--- src/fsf_pkg.sv ---
// constants, mode decode and types shared by the status-flag fifo core
// assumes a single system clock; the device reset, config and cascade pins are synchronised by the core
package fsf_pkg;

    localparam int DATA_W = 18;
    localparam int OFFSET_W = 12;
    localparam int CMP_W = OFFSET_W + 2;
    localparam int DEPTH_DEF = 256;
    localparam int SKID_DEPTH = 4;
    localparam int DEPTH_SMALL = 256;
    localparam int DEPTH_MID = 512;

    // ------------------------------------------------------------------
    // default offsets when nothing was programmed
    // ------------------------------------------------------------------
    localparam logic [OFFSET_W-1:0] DEF_OFS_SMALL = 12'h01F;
    localparam logic [OFFSET_W-1:0] DEF_OFS_MID = 12'h03F;
    localparam logic [OFFSET_W-1:0] DEF_OFS_DEEP = 12'h07F;

    // ------------------------------------------------------------------
    // configuration codes {first, read cascade in, write cascade in}
    // ------------------------------------------------------------------
    localparam logic [2:0] CFG_000 = 3'h0;
    localparam logic [2:0] CFG_001 = 3'h1;
    localparam logic [2:0] CFG_011 = 3'h3;
    localparam logic [2:0] CFG_100 = 3'h4;
    localparam logic [2:0] CFG_101 = 3'h5;
    localparam logic [2:0] CFG_110 = 3'h6;
    localparam logic [2:0] CFG_111 = 3'h7;

    // ------------------------------------------------------------------
    // reset values
    // ------------------------------------------------------------------
    localparam logic PIN_RST = 1'b1;
    localparam logic AE_RST = 1'b0;
    localparam logic AF_RST = 1'b1;
    localparam logic HF_RST = 1'b1;

    typedef struct packed {
        logic fall_through;
        logic single_buf;
        logic sync_partial;
        logic daisy;
        logic first_dev;
    } fsf_mode_type;

    localparam fsf_mode_type MODE_RST = '{fall_through: 1'b0, single_buf: 1'b1,
                                          sync_partial: 1'b0, daisy: 1'b0, first_dev: 1'b1};

    typedef enum logic {
        OFS_SEL_EMPTY,
        OFS_SEL_FULL
    } fsf_ofs_sel_type;

    typedef struct packed {
        logic [OFFSET_W-1:0] empty_ofs;
        logic [OFFSET_W-1:0] full_ofs;
    } fsf_offsets_type;

    function automatic logic [OFFSET_W-1:0] fsf_default_offset(input int depth);
        if (depth <= DEPTH_SMALL) begin
            return DEF_OFS_SMALL;
        end else if (depth <= DEPTH_MID) begin
            return DEF_OFS_MID;
        end
        return DEF_OFS_DEEP;
    endfunction

    function automatic fsf_mode_type fsf_decode(input logic [2:0] code);
        fsf_mode_type m;
        m.fall_through = (code == CFG_001) || (code == CFG_101);
        m.single_buf = (code == CFG_000) || (code == CFG_011) || (code == CFG_100) || (code == CFG_111);
        m.sync_partial = (code == CFG_100) || (code == CFG_101) || (code == CFG_110);
        m.daisy = (code == CFG_011) || (code == CFG_111);
        m.first_dev = ~code[2];
        return m;
    endfunction

endpackage

--- src/fsf_fifo_core.sv ---
// fifo core with empty/full, partial flags, half-full and daisy-chain cascade
// assumes write and read logic share clk_sys; config and cascade pins are asynchronous
`timescale 1ns/10ps

// Contract
// - standard mode: almost-empty low when count at or below n.
// - fall-through mode: almost-empty low when count at or below n plus one.
// - unprogrammed empty offset defaults to 31, 63 or 127 by depth.
// - async almost-empty asserts on a read, releases on a write.
// - sync almost-empty modes update the flag on read-side edges only.
// - sync almost-empty release may lag one extra read cycle.
// - async almost-full asserts on a write, clears on a read.
// - half-full goes low on the write after half the memory fills.
// - half-full returns high on a read once count is at most half.
// - write cascade output carries half-full outside daisy chain use.
// - daisy chain: pulse write cascade output on writing last location.
// - daisy chain: pulse read cascade output on reading last location.
// - read data is presented on an 18-bit output.
// - single-buffered flags for codes 000, 011, 100, 111.
// - single-buffered full flag may release one write edge late.
// - single-buffered empty flag may release one read edge late.
// - first word readable the read cycle after empty flag rises.
// - empty release latency one period, two when clocks crowd.
// - offset load writes empty offset, then full offset, then wraps.
// - fall-through: first word appears on third read edge without request.
module fsf_fifo_core #(
    parameter int DEPTH = fsf_pkg::DEPTH_DEF
) (
    input wire logic clk_sys,
    input wire logic rstn,
    input wire logic device_reset_n,
    input wire logic first_in_chain_n,
    input wire logic read_cascade_in_n,
    input wire logic write_cascade_in_n,
    input wire logic offset_load_n,
    input wire logic wr_valid,
    output logic wr_ready,
    input wire logic [fsf_pkg::DATA_W-1:0] wr_data,
    input wire logic rd_en_n,
    output logic [fsf_pkg::DATA_W-1:0] read_data_out,
    output logic empty_flag_n,
    output logic full_flag_n,
    output logic almost_empty_flag_n,
    output logic almost_full_flag_n,
    output logic write_cascade_out_n,
    output logic read_cascade_out_n
);
    import fsf_pkg::*;

    localparam int AW = $clog2(DEPTH);
    localparam int NPIN = 4;
    localparam logic [AW-1:0] LAST_LOC = AW'(DEPTH - 1);
    localparam logic [CMP_W-1:0] DEPTH_C = CMP_W'(DEPTH);
    localparam logic [CMP_W-1:0] HALF_C = CMP_W'(DEPTH / 2);

    // ------------------------------------------------------------------
    // pin synchronisers
    // ------------------------------------------------------------------
    logic [NPIN-1:0] pin_raw;
    logic [NPIN-1:0] pin_s1_q;
    logic [NPIN-1:0] pin_s2_q;

    assign pin_raw = {device_reset_n, first_in_chain_n, read_cascade_in_n, write_cascade_in_n};

    genvar gi;
    generate
        for (gi = 0; gi < NPIN; gi++) begin : g_sync
            always_ff @(posedge clk_sys or negedge rstn) begin
                if (!rstn) begin
                    pin_s1_q[gi] <= PIN_RST;
                    pin_s2_q[gi] <= PIN_RST;
                end else begin
                    pin_s1_q[gi] <= pin_raw[gi];
                    pin_s2_q[gi] <= pin_s1_q[gi];
                end
            end
        end
    endgenerate

    logic dev_rst;
    logic wxi_low;
    logic rxi_low;
    assign dev_rst = ~pin_s2_q[3];
    assign rxi_low = ~pin_s2_q[1];
    assign wxi_low = ~pin_s2_q[0];

    // ------------------------------------------------------------------
    // mode capture
    // ------------------------------------------------------------------
    fsf_mode_type mode_q;

    always_ff @(posedge clk_sys or negedge rstn) begin
        if (!rstn) begin
            mode_q <= MODE_RST;
        end else if (dev_rst) begin
            mode_q <= fsf_decode(pin_s2_q[2:0]);
        end
    end

    // ------------------------------------------------------------------
    // offset registers
    // ------------------------------------------------------------------
    fsf_offsets_type ofs_q;
    fsf_ofs_sel_type ofs_sel_q;
    logic ofs_wr;

    assign ofs_wr = ~offset_load_n && wr_valid && ~dev_rst;

    always_ff @(posedge clk_sys or negedge rstn) begin
        if (!rstn) begin
            ofs_q <= '{empty_ofs: fsf_default_offset(DEPTH), full_ofs: fsf_default_offset(DEPTH)};
            ofs_sel_q <= OFS_SEL_EMPTY;
        end else if (dev_rst) begin
            ofs_q <= '{empty_ofs: fsf_default_offset(DEPTH), full_ofs: fsf_default_offset(DEPTH)};
            ofs_sel_q <= OFS_SEL_EMPTY;
        end else if (ofs_wr) begin
            case (ofs_sel_q)
                OFS_SEL_EMPTY: begin
                    ofs_q.empty_ofs <= wr_data[OFFSET_W-1:0];
                    ofs_sel_q <= OFS_SEL_FULL;
                end
                OFS_SEL_FULL: begin
                    ofs_q.full_ofs <= wr_data[OFFSET_W-1:0];
                    ofs_sel_q <= OFS_SEL_EMPTY;
                end
                default: begin
                    ofs_sel_q <= OFS_SEL_EMPTY;
                end
            endcase
        end
    end

    // ------------------------------------------------------------------
    // write path through the skid buffer
    // ------------------------------------------------------------------
    logic sk_in_valid;
    logic sk_in_ready;
    logic sk_valid;
    logic sk_ready;
    logic [DATA_W-1:0] sk_data;

    assign sk_in_valid = wr_valid && offset_load_n && ~dev_rst;
    assign wr_ready = ~dev_rst && (offset_load_n ? sk_in_ready : 1'b1);

    fsf_skid_fifo #(
        .WIDTH(DATA_W),
        .DEPTH(SKID_DEPTH)
    ) u_skid (
        .clk_sys(clk_sys),
        .rstn(rstn),
        .in_valid(sk_in_valid),
        .in_ready(sk_in_ready),
        .in_data(wr_data),
        .out_valid(sk_valid),
        .out_ready(sk_ready),
        .out_data(sk_data)
    );

    // ------------------------------------------------------------------
    // pointers and their delayed views
    // ------------------------------------------------------------------
    logic [DATA_W-1:0] mem_q [DEPTH];
    logic [AW:0] wptr_q;
    logic [AW:0] rptr_q;
    logic [AW:0] wptr_d1_q;
    logic [AW:0] wptr_d2_q;
    logic [AW:0] rptr_d1_q;
    logic [AW:0] rptr_d2_q;
    logic [AW:0] wview;
    logic [AW:0] rview;
    logic wr_tok_q;
    logic rd_tok_q;
    logic out_valid_q;
    logic do_write;
    logic pop;
    logic full_now;
    logic mem_empty_r;
    logic rd_req;

    // each side sees the other's pointer through registers
    // single-buffered full may lag one edge
    // single-buffered empty may lag one edge
    assign wview = mode_q.single_buf ? wptr_d1_q : wptr_d2_q;
    assign rview = mode_q.single_buf ? rptr_d1_q : rptr_d2_q;
    assign full_now = ((wptr_q - rview) == (AW+1)'(DEPTH));
    assign mem_empty_r = (wview == rptr_q);

    assign do_write = sk_valid && ~full_now && offset_load_n && ~dev_rst && (~mode_q.daisy || wr_tok_q);
    assign sk_ready = do_write;

    assign rd_req = ~rd_en_n && offset_load_n && ~dev_rst && (~mode_q.daisy || rd_tok_q);

    // fall-through refills the output stage unasked
    // standard read pops only when flagged non-empty
    always_comb begin
        if (mode_q.fall_through) begin
            pop = ~mem_empty_r && ~dev_rst && (~out_valid_q || rd_req);
        end else begin
            pop = ~mem_empty_r && rd_req;
        end
    end

    always_ff @(posedge clk_sys) begin
        if (do_write) begin
            mem_q[wptr_q[AW-1:0]] <= sk_data;
        end
    end

    always_ff @(posedge clk_sys or negedge rstn) begin
        if (!rstn) begin
            wptr_q <= '0;
            rptr_q <= '0;
        end else if (dev_rst) begin
            wptr_q <= '0;
            rptr_q <= '0;
        end else begin
            wptr_q <= wptr_q + (AW+1)'(do_write);
            rptr_q <= rptr_q + (AW+1)'(pop);
        end
    end

    // one or two stages of latency
    always_ff @(posedge clk_sys or negedge rstn) begin
        if (!rstn) begin
            wptr_d1_q <= '0;
            wptr_d2_q <= '0;
            rptr_d1_q <= '0;
            rptr_d2_q <= '0;
        end else if (dev_rst) begin
            wptr_d1_q <= '0;
            wptr_d2_q <= '0;
            rptr_d1_q <= '0;
            rptr_d2_q <= '0;
        end else begin
            wptr_d1_q <= wptr_q;
            wptr_d2_q <= wptr_d1_q;
            rptr_d1_q <= rptr_q;
            rptr_d2_q <= rptr_d1_q;
        end
    end

    // ------------------------------------------------------------------
    // read data output
    // ------------------------------------------------------------------
    // 18-bit output register
    always_ff @(posedge clk_sys or negedge rstn) begin
        if (!rstn) begin
            read_data_out <= '0;
        end else if (pop) begin
            read_data_out <= mem_q[rptr_q[AW-1:0]];
        end
    end

    // the previous word stays on the outputs after the last one is taken
    always_ff @(posedge clk_sys or negedge rstn) begin
        if (!rstn) begin
            out_valid_q <= 1'b0;
        end else if (dev_rst || ~mode_q.fall_through) begin
            out_valid_q <= 1'b0;
        end else if (pop) begin
            out_valid_q <= 1'b1;
        end else if (rd_req) begin
            out_valid_q <= 1'b0;
        end
    end

    assign empty_flag_n = mode_q.fall_through ? ~out_valid_q : ~mem_empty_r;
    assign full_flag_n = mode_q.fall_through ? full_now : ~full_now;

    // ------------------------------------------------------------------
    // occupancy for partial flags
    // ------------------------------------------------------------------
    logic [CMP_W-1:0] cnt_next;
    logic [CMP_W-1:0] cnt_rview;
    logic [CMP_W-1:0] cnt_wview;
    logic [CMP_W-1:0] ae_thr;
    logic [CMP_W-1:0] af_thr;
    logic ov_next;
    logic [AW:0] wptr_n;
    logic [AW:0] rptr_n;

    assign wptr_n = wptr_q + (AW+1)'(do_write);
    assign rptr_n = rptr_q + (AW+1)'(pop);
    assign ov_next = mode_q.fall_through && (pop || (out_valid_q && ~rd_req));
    assign cnt_next = CMP_W'(wptr_n - rptr_n) + CMP_W'(ov_next);
    assign cnt_rview = CMP_W'(wview - rptr_q) + CMP_W'(out_valid_q);
    assign cnt_wview = CMP_W'(wptr_q - rview) + CMP_W'(out_valid_q);

    // threshold n plus one in fall-through
    assign ae_thr = CMP_W'(ofs_q.empty_ofs) + CMP_W'(mode_q.fall_through);
    assign af_thr = DEPTH_C + CMP_W'(mode_q.fall_through) - CMP_W'(ofs_q.full_ofs);

    // ------------------------------------------------------------------
    // almost-empty
    // ------------------------------------------------------------------
    logic ae_n_q;

    always_ff @(posedge clk_sys or negedge rstn) begin
        if (!rstn) begin
            ae_n_q <= AE_RST;
        end else if (dev_rst) begin
            ae_n_q <= AE_RST;
        end else if (mode_q.sync_partial) begin
            ae_n_q <= ~(cnt_rview <= ae_thr);
        end else if (do_write && ~(cnt_next <= ae_thr)) begin
            ae_n_q <= 1'b1;
        end else if (pop && (cnt_next <= ae_thr)) begin
            ae_n_q <= 1'b0;
        end
    end

    assign almost_empty_flag_n = ae_n_q;

    // ------------------------------------------------------------------
    // almost-full
    // ------------------------------------------------------------------
    logic af_n_q;

    always_ff @(posedge clk_sys or negedge rstn) begin
        if (!rstn) begin
            af_n_q <= AF_RST;
        end else if (dev_rst) begin
            af_n_q <= AF_RST;
        end else if (mode_q.sync_partial) begin
            af_n_q <= ~(cnt_wview >= af_thr);
        end else if (do_write && (cnt_next >= af_thr)) begin
            af_n_q <= 1'b0;
        end else if (pop && ~(cnt_next >= af_thr)) begin
            af_n_q <= 1'b1;
        end
    end

    assign almost_full_flag_n = af_n_q;

    // ------------------------------------------------------------------
    // half-full
    // ------------------------------------------------------------------
    logic hf_n_q;

    always_ff @(posedge clk_sys or negedge rstn) begin
        if (!rstn) begin
            hf_n_q <= HF_RST;
        end else if (dev_rst) begin
            hf_n_q <= HF_RST;
        end else if (do_write && (cnt_next > HALF_C)) begin
            hf_n_q <= 1'b0;
        end else if (pop && (cnt_next <= HALF_C)) begin
            // high on read at or below half
            hf_n_q <= 1'b1;
        end
    end

    // ------------------------------------------------------------------
    // daisy-chain cascade
    // ------------------------------------------------------------------
    logic wxo_q;
    logic rxo_q;
    logic wr_last;
    logic rd_last;

    assign wr_last = do_write && (wptr_q[AW-1:0] == LAST_LOC) && mode_q.daisy;
    assign rd_last = pop && (rptr_q[AW-1:0] == LAST_LOC) && mode_q.daisy;

    always_ff @(posedge clk_sys or negedge rstn) begin
        if (!rstn) begin
            wxo_q <= 1'b0;
            rxo_q <= 1'b0;
        end else begin
            wxo_q <= wr_last;
            rxo_q <= rd_last;
        end
    end

    // the token arriving wins over a token leaving in the same cycle
    always_ff @(posedge clk_sys or negedge rstn) begin
        if (!rstn) begin
            wr_tok_q <= 1'b0;
            rd_tok_q <= 1'b0;
        end else if (dev_rst) begin
            wr_tok_q <= fsf_decode(pin_s2_q[2:0]).first_dev;
            rd_tok_q <= fsf_decode(pin_s2_q[2:0]).first_dev;
        end else begin
            if (wxi_low) begin
                wr_tok_q <= 1'b1;
            end else if (wr_last) begin
                wr_tok_q <= 1'b0;
            end
            if (rxi_low) begin
                rd_tok_q <= 1'b1;
            end else if (rd_last) begin
                rd_tok_q <= 1'b0;
            end
        end
    end

    // half-full shares the write cascade pin
    assign write_cascade_out_n = mode_q.daisy ? ~wxo_q : hf_n_q;
    assign read_cascade_out_n = ~rxo_q;

endmodule

--- src/fsf_skid_fifo.sv ---
// small write-side buffer between the write port and the main array
// assumes one clock; depth is a power of two
`timescale 1ns/10ps
module fsf_skid_fifo #(
    parameter int WIDTH = 18,
    parameter int DEPTH = 4
) (
    input wire logic clk_sys,
    input wire logic rstn,
    input wire logic in_valid,
    output logic in_ready,
    input wire logic [WIDTH-1:0] in_data,
    output logic out_valid,
    input wire logic out_ready,
    output logic [WIDTH-1:0] out_data
);
    localparam int AW = $clog2(DEPTH);

    logic [WIDTH-1:0] mem_q [DEPTH];
    logic [AW:0] wp_q;
    logic [AW:0] rp_q;
    logic full;

    assign full = (wp_q[AW] != rp_q[AW]) && (wp_q[AW-1:0] == rp_q[AW-1:0]);
    assign in_ready = ~full;
    assign out_valid = (wp_q != rp_q);
    assign out_data = mem_q[rp_q[AW-1:0]];

    always_ff @(posedge clk_sys) begin
        if (in_valid && in_ready) begin
            mem_q[wp_q[AW-1:0]] <= in_data;
        end
    end

    always_ff @(posedge clk_sys or negedge rstn) begin
        if (!rstn) begin
            wp_q <= '0;
        end else if (in_valid && in_ready) begin
            wp_q <= wp_q + 1'b1;
        end
    end

    always_ff @(posedge clk_sys or negedge rstn) begin
        if (!rstn) begin
            rp_q <= '0;
        end else if (out_valid && out_ready) begin
            rp_q <= rp_q + 1'b1;
        end
    end

endmodule
--- config.mk ---
export PLATFORM = sky130hd
export DESIGN_NAME = fsf_fifo_core
export DESIGN_NICKNAME = d
export VERILOG_FILES = /design/src/fsf_pkg.sv /design/src/fsf_fifo_core.sv /design/src/fsf_skid_fifo.sv
export SDC_FILE = /design/constraint.sdc
export NUM_CORES = 2
export LEC_CHECK = 0
export ABC_AREA = 1
export BUFFER_PORTS_ARGS = -buffer_cell sky130_fd_sc_hd__buf_4
export CAP_MARGIN = 40
export CELL_PAD_IN_SITES_DETAIL_PLACEMENT = 0
export CELL_PAD_IN_SITES_GLOBAL_PLACEMENT = 1
export CORE_ASPECT_RATIO = 1.25
export CORE_MARGIN = 1.5
export CORE_UTILIZATION = 35
export DETAILED_ROUTE_END_ITERATION = 16
export HOLD_SLACK_MARGIN = 0.1
export PLACE_DENSITY = 0.56
export SLEW_MARGIN = 10
export SYNTH_ARGS = -nofsm -noshare
export SYNTH_HDL_FRONTEND = slang
export SYNTH_MEMORY_MAX_BITS = 65536
export SYNTH_SLANG_ARGS = --single-unit
--- constraint.sdc ---
create_clock -name clk_sys -period 15.1 [get_ports clk_sys]
set_input_delay 1.51 -clock clk_sys [delete_from_list [all_inputs] [get_ports clk_sys]]
set_output_delay 1.51 -clock clk_sys [all_outputs]
set_load 0.02 [all_outputs]
== After elaboration in Yosys (flattened, before gate mapping) ==
Memory sizes are Yosys's and may differ from the RTL's. A register that Yosys moved wholly into a read port is not among the register bits.
Index checks and enable logic that the tools add are counted.

* Add/sub/neg operators: 14
* Order comparisons: 6
* Eq/ne operators: 21
* Muxes and demuxes: 44
* Bitwise gates (word level): 18
* Reduce and logical (&&, ||, !) cells: 47

{| class="wikitable"
|+ Operator list
! cell !! count
|-
| $mux 9 || 8
|-
| $mux 24 || 2
|-
| $add 10x2->11 || 3
|-
| $mux 1 || 31
|-
| $logic_and 1x1->1 || 30
|-
| $sub 9x9->10 || 3
|-
| $ge 14x14->1 || 2
|-
| $le 14x13->1 || 2
|-
| $mux 12 || 2
|-
| $add 9x1->9 || 2
|-
| $not 1->1 || 18
|-
| $eq 8x8->1 const B || 2
|-
| $gt 14x8->1 const B || 1
|-
| $le 14x8->1 const B || 1
|-
| $add 12x1->13 || 1
|-
| $sub 10x12->13 || 1
|-
| $eq 3x3->1 const B || 4
|-
| $logic_or 1x1->1 || 12
|-
| $add 9x1->10 const A || 1
|-
| $eq 9x9->1 || 1
|-
| $eq 9x9->1 const B || 1
|-
| $sub 9x9->9 || 1
|-
| $ne 4x1->1 const B || 2
|-
| $add 3x1->3 const B || 2
|-
| 14 further kinds || 17
|}

* Register bits: 105
* Memory bits (writable): 4680
* Bits of input ports: 27
* Output and inout port bits: 25
* Word-level logic and storage cells: 183
* Memories kept: 2

{| class="wikitable"
|+ Memories
! memory !! depth !! width !! read ports !! clocked after Yosys merged registers in !! write ports !! RTL line !! source
|-
| mem_q || 256 || 18 || 1 || 1 || 1 || fsf_fifo_core.sv:162 || <nowiki>logic [DATA_W-1:0] mem_q [DEPTH];</nowiki>
|-
| u_skid.mem_q || 4 || 18 || 1 || 0 || 1 || fsf_skid_fifo.sv:19 || <nowiki>logic [WIDTH-1:0] mem_q [DEPTH];</nowiki>
|}

== Logic depth before layout (Yosys ltp) ==
* Depth after elaboration: 18
* Mapped depth: 55

== Cells and area by module ==
From an unflattened synthesis, not the netlist that was laid out.

* Cells, all modules: 14908
* Area, all modules: 192027.9 um^2

{| class="wikitable"
|+ Modules (own cells, without submodules)
! module !! times used !! cells an instance !! area each (um^2) !! seq. area each (um^2)
|-
| fsf_fifo_core || 1 || 14673 || 188912.4 || 141326.8
|-
| fsf_skid_fifo || 1 || 235 || 3115.5 || 2312.2
|}

== Worst setup path after synthesis ==
Ideal clock, no wire load.

* Path type: register -> register
* Start point: reg u_skid.rp_q[0]
* End point: mem mem_q[0][16] (data pin)
* Library setup time: 1.586 ns
* Arrival: 7.981 ns
* Required time: 13.514 ns
* Path slack: 5.533 ns
* Stages on the path, launching flop included: 6
* Buffers on the path: 2
* Cells stage by stage: dfrtp_1 -> inv_1 -> clkbuf_1 -> clkbuf_1 -> o21ai_0 -> o22ai_1

* Longest elaborated chain between the ends: 1

{| class="wikitable"
|+ Ends and longest elaborated chain
! what !! RTL line !! source
|-
| start, declared || fsf_skid_fifo.sv:21 || <nowiki>logic [AW:0] rp_q;</nowiki>
|-
| start signal, assigned || fsf_skid_fifo.sv:47 || <nowiki>rp_q <= rp_q + 1'b1;</nowiki>
|-
| $mem_v2 4x18 || - ||
|-
| named net sk_data[16] || fsf_fifo_core.sv:140 || <nowiki>logic [DATA_W-1:0] sk_data;</nowiki>
|-
| end, declared || fsf_fifo_core.sv:162 ||
|}

The timed path passes the listed nets, and every way through them passes these cells.

== Final worst setup path ==
* Start point: reg mode_q[3] (netlist bit)
* End point: reg ae_n_q, in the netlist almost_empty_flag_n

* Longest elaborated chain between the ends: 17

{| class="wikitable"
|+ Ends and longest elaborated chain
! what !! RTL line !! source
|-
| start, declared || fsf_fifo_core.sv:90 || <nowiki>fsf_mode_type mode_q;</nowiki>
|-
| start signal, assigned || fsf_fifo_core.sv:96 || <nowiki>mode_q <= fsf_decode(pin_s2_q[2:0]);</nowiki>
|-
| $mux 9 || fsf_fifo_core.sv:184 || <nowiki>assign rview = mode_q.single_buf ? rptr_d1_q : rptr_d2_q;</nowiki>
|-
| $sub 9x9->9 || fsf_fifo_core.sv:185 || <nowiki>assign full_now = ((wptr_q - rview) == (AW+1)'(DEPTH));</nowiki>
|-
| $eq 9x9->1 || fsf_fifo_core.sv:185 ||
|-
| $not 1->1 || fsf_fifo_core.sv:188 || <nowiki>assign do_write = sk_valid && ~full_now && offset_load_n && ~dev_rst && (~mode_q.daisy || wr_tok_q);</nowiki>
|-
| $logic_and 1x1->1 (4 in a row) || fsf_fifo_core.sv:188 ||
|-
| $add 9x1->9 || fsf_fifo_core.sv:282 || <nowiki>assign wptr_n = wptr_q + (AW+1)'(do_write);</nowiki>
|-
| $sub 9x9->10 || fsf_fifo_core.sv:285 || <nowiki>assign cnt_next = CMP_W'(wptr_n - rptr_n) + CMP_W'(ov_next);</nowiki>
|-
| $add 10x2->11 || fsf_fifo_core.sv:285 ||
|-
| $le 14x13->1 || fsf_fifo_core.sv:305, fsf_fifo_core.sv:307 ||
|-
| $not 1->1 || fsf_fifo_core.sv:305 || <nowiki>end else if (do_write && ~(cnt_next <= ae_thr)) begin</nowiki>
|-
| $logic_and 1x1->1 || fsf_fifo_core.sv:305 ||
|-
| $mux 1 || fsf_fifo_core.sv:305 ||
|-
| $mux 1 || fsf_fifo_core.sv:303 || <nowiki>end else if (mode_q.sync_partial) begin</nowiki>
|-
| $mux 1 || fsf_fifo_core.sv:301 || <nowiki>end else if (dev_rst) begin</nowiki>
|-
| end signal, assigned || fsf_fifo_core.sv:304 || <nowiki>ae_n_q <= ~(cnt_rview <= ae_thr);</nowiki>
|-
| end, declared || fsf_fifo_core.sv:296 || <nowiki>logic ae_n_q;</nowiki>
|}

Several ways; a longest one is shown, not always the timed one.
A chain may end at the register's enable or synchronous reset.

==> impl_metrics.py <==
metrics = {
    "status": {
        "status": "completed",
    },
    "yosys": {
        "avgSynthCellArea_um2": 12.9,
        "synthesis.nets": 15000,
        "synth_warnings": 0,
        "yosys-top-cells-count": "edfxtp_1 (4,680), nor2_1 (3,042), o21ai_0 (2,391), nand2_1 (902), nand3_1 (730)",
        "yosysUniqueCellTypes": 48,
        "synth-edff-count": 4680,
        "ys_seq_area_frac": 0.748,
        "synthFlopType": "edfxtp_1",
        "synthTopCellsByArea": "edfxtp_1 (73%), o21ai_0 (6.2%), nor2_1 (5.9%), o22ai_1 (2.0%), nand3_1 (1.9%)",
        "synth.largest_area_cell": "edfxtp_1",
        "synthesis.area_um2": 192000,
        "synth_most_common_cell": "edfxtp_1",
        "syn_inst": 14900,
        "async_reset_ff_frac": 0.0256,
        "ys_seq_elements": 4803,
        "yosys.area.top_type_share": 0.732,
    },
    "pwr": {
        "powerDensity_nw_per_um2": 157,
        "internal_power_w": 0.0246,
        "pwr-share-seq": 0.513,
        "p_leak_nw": 71.3,
        "ir_worst_vdd_mv": 0.189,
        "p_clk_frac": 0.340,
        "swShare": 0.282,
        "pwr-share-comb": 0.148,
        "p_switching_w": 0.00968,
    },
    "cts": {
        "postCtsSetupBuffers": 0,
        "hold_buffers": 0,
        "ctsHtreeMaxLevel": 5,
        "cts_tree": "yes",
        "cts_resized": 0,
        "clockBufferDepth": 4,
        "clock-root-buffer": "clkbuf_16",
        "clock_sinks": 4803,
        "clock_latency_ns": 1.07,
        "path_clk_slew_ns": 0.07,
        "cts_inserted_buffers": 473,
    },
    "drt": {
        "ant_nets": 0,
        "drt-total-wl_mm": 632,
        "drt_iter0_drc": 11100,
        "first_pass_iters": 6,
        "via_count": 122000,
        "drc": 0,
        "viasPerCell": 5.43,
        "wire_per_inst_um": 28.1,
    },
    "critical_path": {
        "r2r_end": "almost_empty_flag_n$_DFFE_PN0P_",
        "path_class": "reg2reg",
        "crit_fanout": 30,
        "cp_data_required_time_ns": 16.03,
        "cp_slowest_cell": "dfstp_2",
        "arrival_ns": 8.67,
        "crit_path_frequent_cell": "nand2_1",
        "max_stage_delay_ns": 0.93,
        "r2r_slack_ns": 7.36,
        "r2r_cells": 45,
        "r2r-start": "mode_q[3]$_DFFE_PN1N_",
        "end_kind": "flip-flop",
        "startpoint_type": "flip-flop",
    },
    "worst_hold_path": {
        "hold_class": "reg2reg",
        "min-delay-start": "pin_s1_q[0]$_DFF_PN1_",
        "whs_path_depth": 0,
        "min_delay_worst_endpoint": "pin_s2_q[0]$_DFF_PN1_",
    },
    "timing": {
        "drv_slew": 0,
        "rsz0062_at_grt": "no",
        "setup_viol": 0,
        "setup_tns_ns": 0,
        "hold_violations": 0,
        "fin_skew_ns": 0.0664,
        "layout_min_cycle_time_ns": 7.74,
        "tightest_slew_ns": 1.22,
        "max_freq_mhz": 129,
        "finalCritPeriodShare": 0.512,
        "slew_headroom": 0.184,
    },
    "floorplanning": {
        "die_height_um": 831,
        "rows": 303,
        "floorplan.io_pins": 52,
        "die_x_um": 665,
        "design.die.area_um2": 553000,
        "start_util": 0.352,
        "core_area_um2": 546000,
    },
    "placement": {
        "gp_congestion": 0.852,
        "hpwlAfterDp_mm": 366,
        "io_buffer_count": 51,
    },
    "grt": {
        "overflow": 0,
        "grt_antenna_before_repair": 18,
        "grt_pass1_vias": 118000,
        "gr-usage-all-layers": 0.222,
        "grt_max_degree": 171,
        "grt_pass1_wl_mm": 897,
    },
    "finish": {
        "syn2layout_area_growth_pct": 13.5,
        "final_util": 0.399,
        "final_nets": 15100,
        "drive_gt1_frac": 0.102,
    },
    "run": {
        "maxCapViolCount": 0,
    },
}
-- power groups by stage --
stage / Clock (W) / Sequential, W / Combinational, W
5_1_grt: 0.0123 / 0.0176 / 0.00542
4_1_cts: 0.0119 / 0.0176 / 0.00513
2_1_floorplan: 0 / 0.0191 / 0.00185
6_report: 0.0116 / 0.0176 / 0.00507
3_5_place_dp: 0 / 0.0179 / 0.00513
3_3_place_gp: 0 / 0.0179 / 0.00491
-- how the worst max path moves through the flow --
stage                                          start                         endpoint  slack (ns)  cells past startpoint
after floorplan           u_skid.rp_q[0]$_DFFE_PN0P_           mem_q[0][16]$_DFFE_PP_        5.53                      5
after global placement                 offset_load_n   almost_full_flag_n$_DFFE_PN1P_        6.88                     40
final                          mode_q[3]$_DFFE_PN1N_  almost_empty_flag_n$_DFFE_PN0P_        7.36                     45
after detailed placement       mode_q[3]$_DFFE_PN1N_  almost_empty_flag_n$_DFFE_PN0P_        7.35                     45
after CTS                      mode_q[3]$_DFFE_PN1N_  almost_empty_flag_n$_DFFE_PN0P_        7.31                     45
after global routing           mode_q[3]$_DFFE_PN1N_  almost_empty_flag_n$_DFFE_PN0P_        6.55                     47
-- state kept, by name, summed over array words and instances, names as in the netlist, 3 cells and up --
name and flops:
mode_q 4, u_skid.rp_q 3, u_skid.mem_q 72, wptr_d1_q 9, u_skid.wp_q 3, pin_s1_q 4
read_data_out 18, ofs_q 24, wptr_d2_q 9, mem_q 4608, rptr_d2_q 9, rptr_q 9
pin_s2_q 4, wptr_q 9, rptr_d1_q 9
-- stage by stage --
step	instance area (um^2)	instances	power [W]	setup slack (ns)	hold WS (ns)
floorplan	192000	14900	0.0209	5.53	0.345
global placement	202000	21600	0.0228	6.88	0.349
detailed placement	203000	21600	0.0230	7.35	0.350
CTS	218000	22500	0.0346	7.31	0.358
global route	218000	22500	0.0353	6.55	0.365
finish	218000	22500	0.0343	7.36	0.359
-- critical path, delay by kind of cell (launching register included) --
family,cells,cell delay (ns)
AO/OA/AOI/OAI,2,0.20
XOR/XNOR,1,0.36
adder cells (fa/ha/maj),5,1.58
buffers and inverters,4,0.70
flip-flops,1,0.93
multiplexers,1,0.42
AND/OR/NAND/NOR,32,3.39
-- layout make-up --
type / instances / area (um^2)
Fill cell: 51400 / 328000
Sequential cell: 4803 / 144000
Multi-Input combinational cell: 8811 / 43800
Clock buffer: 632 / 12800
Tap cell: 7167 / 8970
Timing Repair Buffer: 600 / 5500
Clock inverter: 244 / 2240
Inverter: 239 / 942
Antenna cell: 14 / 35.0
-- metal layers --
metal / GRT usage / vias to the layer above / share of wire
met2: 0.377 / 2975 / 0.49
met3: 0.0227 / 765 / 0.044
li1: - / 55100 / -
met1: 0.300 / 63500 / 0.43
met5: 0 / - / 0
met4: 0.0720 / 0 / 0.036
-- kinds of logic (layout without fill, tap and decap cells) --
family	count (synthesis)	count (layout)	share of synthesized area
adder cells (fa/ha/maj)	102	102	0.00677
XOR/XNOR	61	61	0.00282
AND/OR/NAND/NOR	4764	4764	0.0992
multiplexers	22	22	0.00124
flip-flops	4803	4803	0.748
AO/OA/AOI/OAI	3862	3862	0.114
other	0	14	0
buffers and inverters	1284	1715	0.0280
-- cell usage in the layout, fill, tap and decap left out, types with 18 or more instances in the layout --
cell type,count
clkbuf_8,26
bufinv_16,30
nand2_1,902
xor2_1,43
nor2_1,2823
buf_4,527
edfxtp_1,4680
ha_1,99
clkbuf_1,129
nor2_2,212
buf_12,32
inv_1,211
o21ai_0,2390
clkinv_2,72
o22ai_1,599
clkbuf_16,477
a21oi_1,250
inv_2,19
nand4_1,39
buf_16,24
dfrtp_1,95
o221ai_1,201
o211ai_1,376
nand3_1,730
o22ai_4,18
dfstp_2,21
clkinv_1,110
Note: power is estimated with default switching activity, not from simulation.
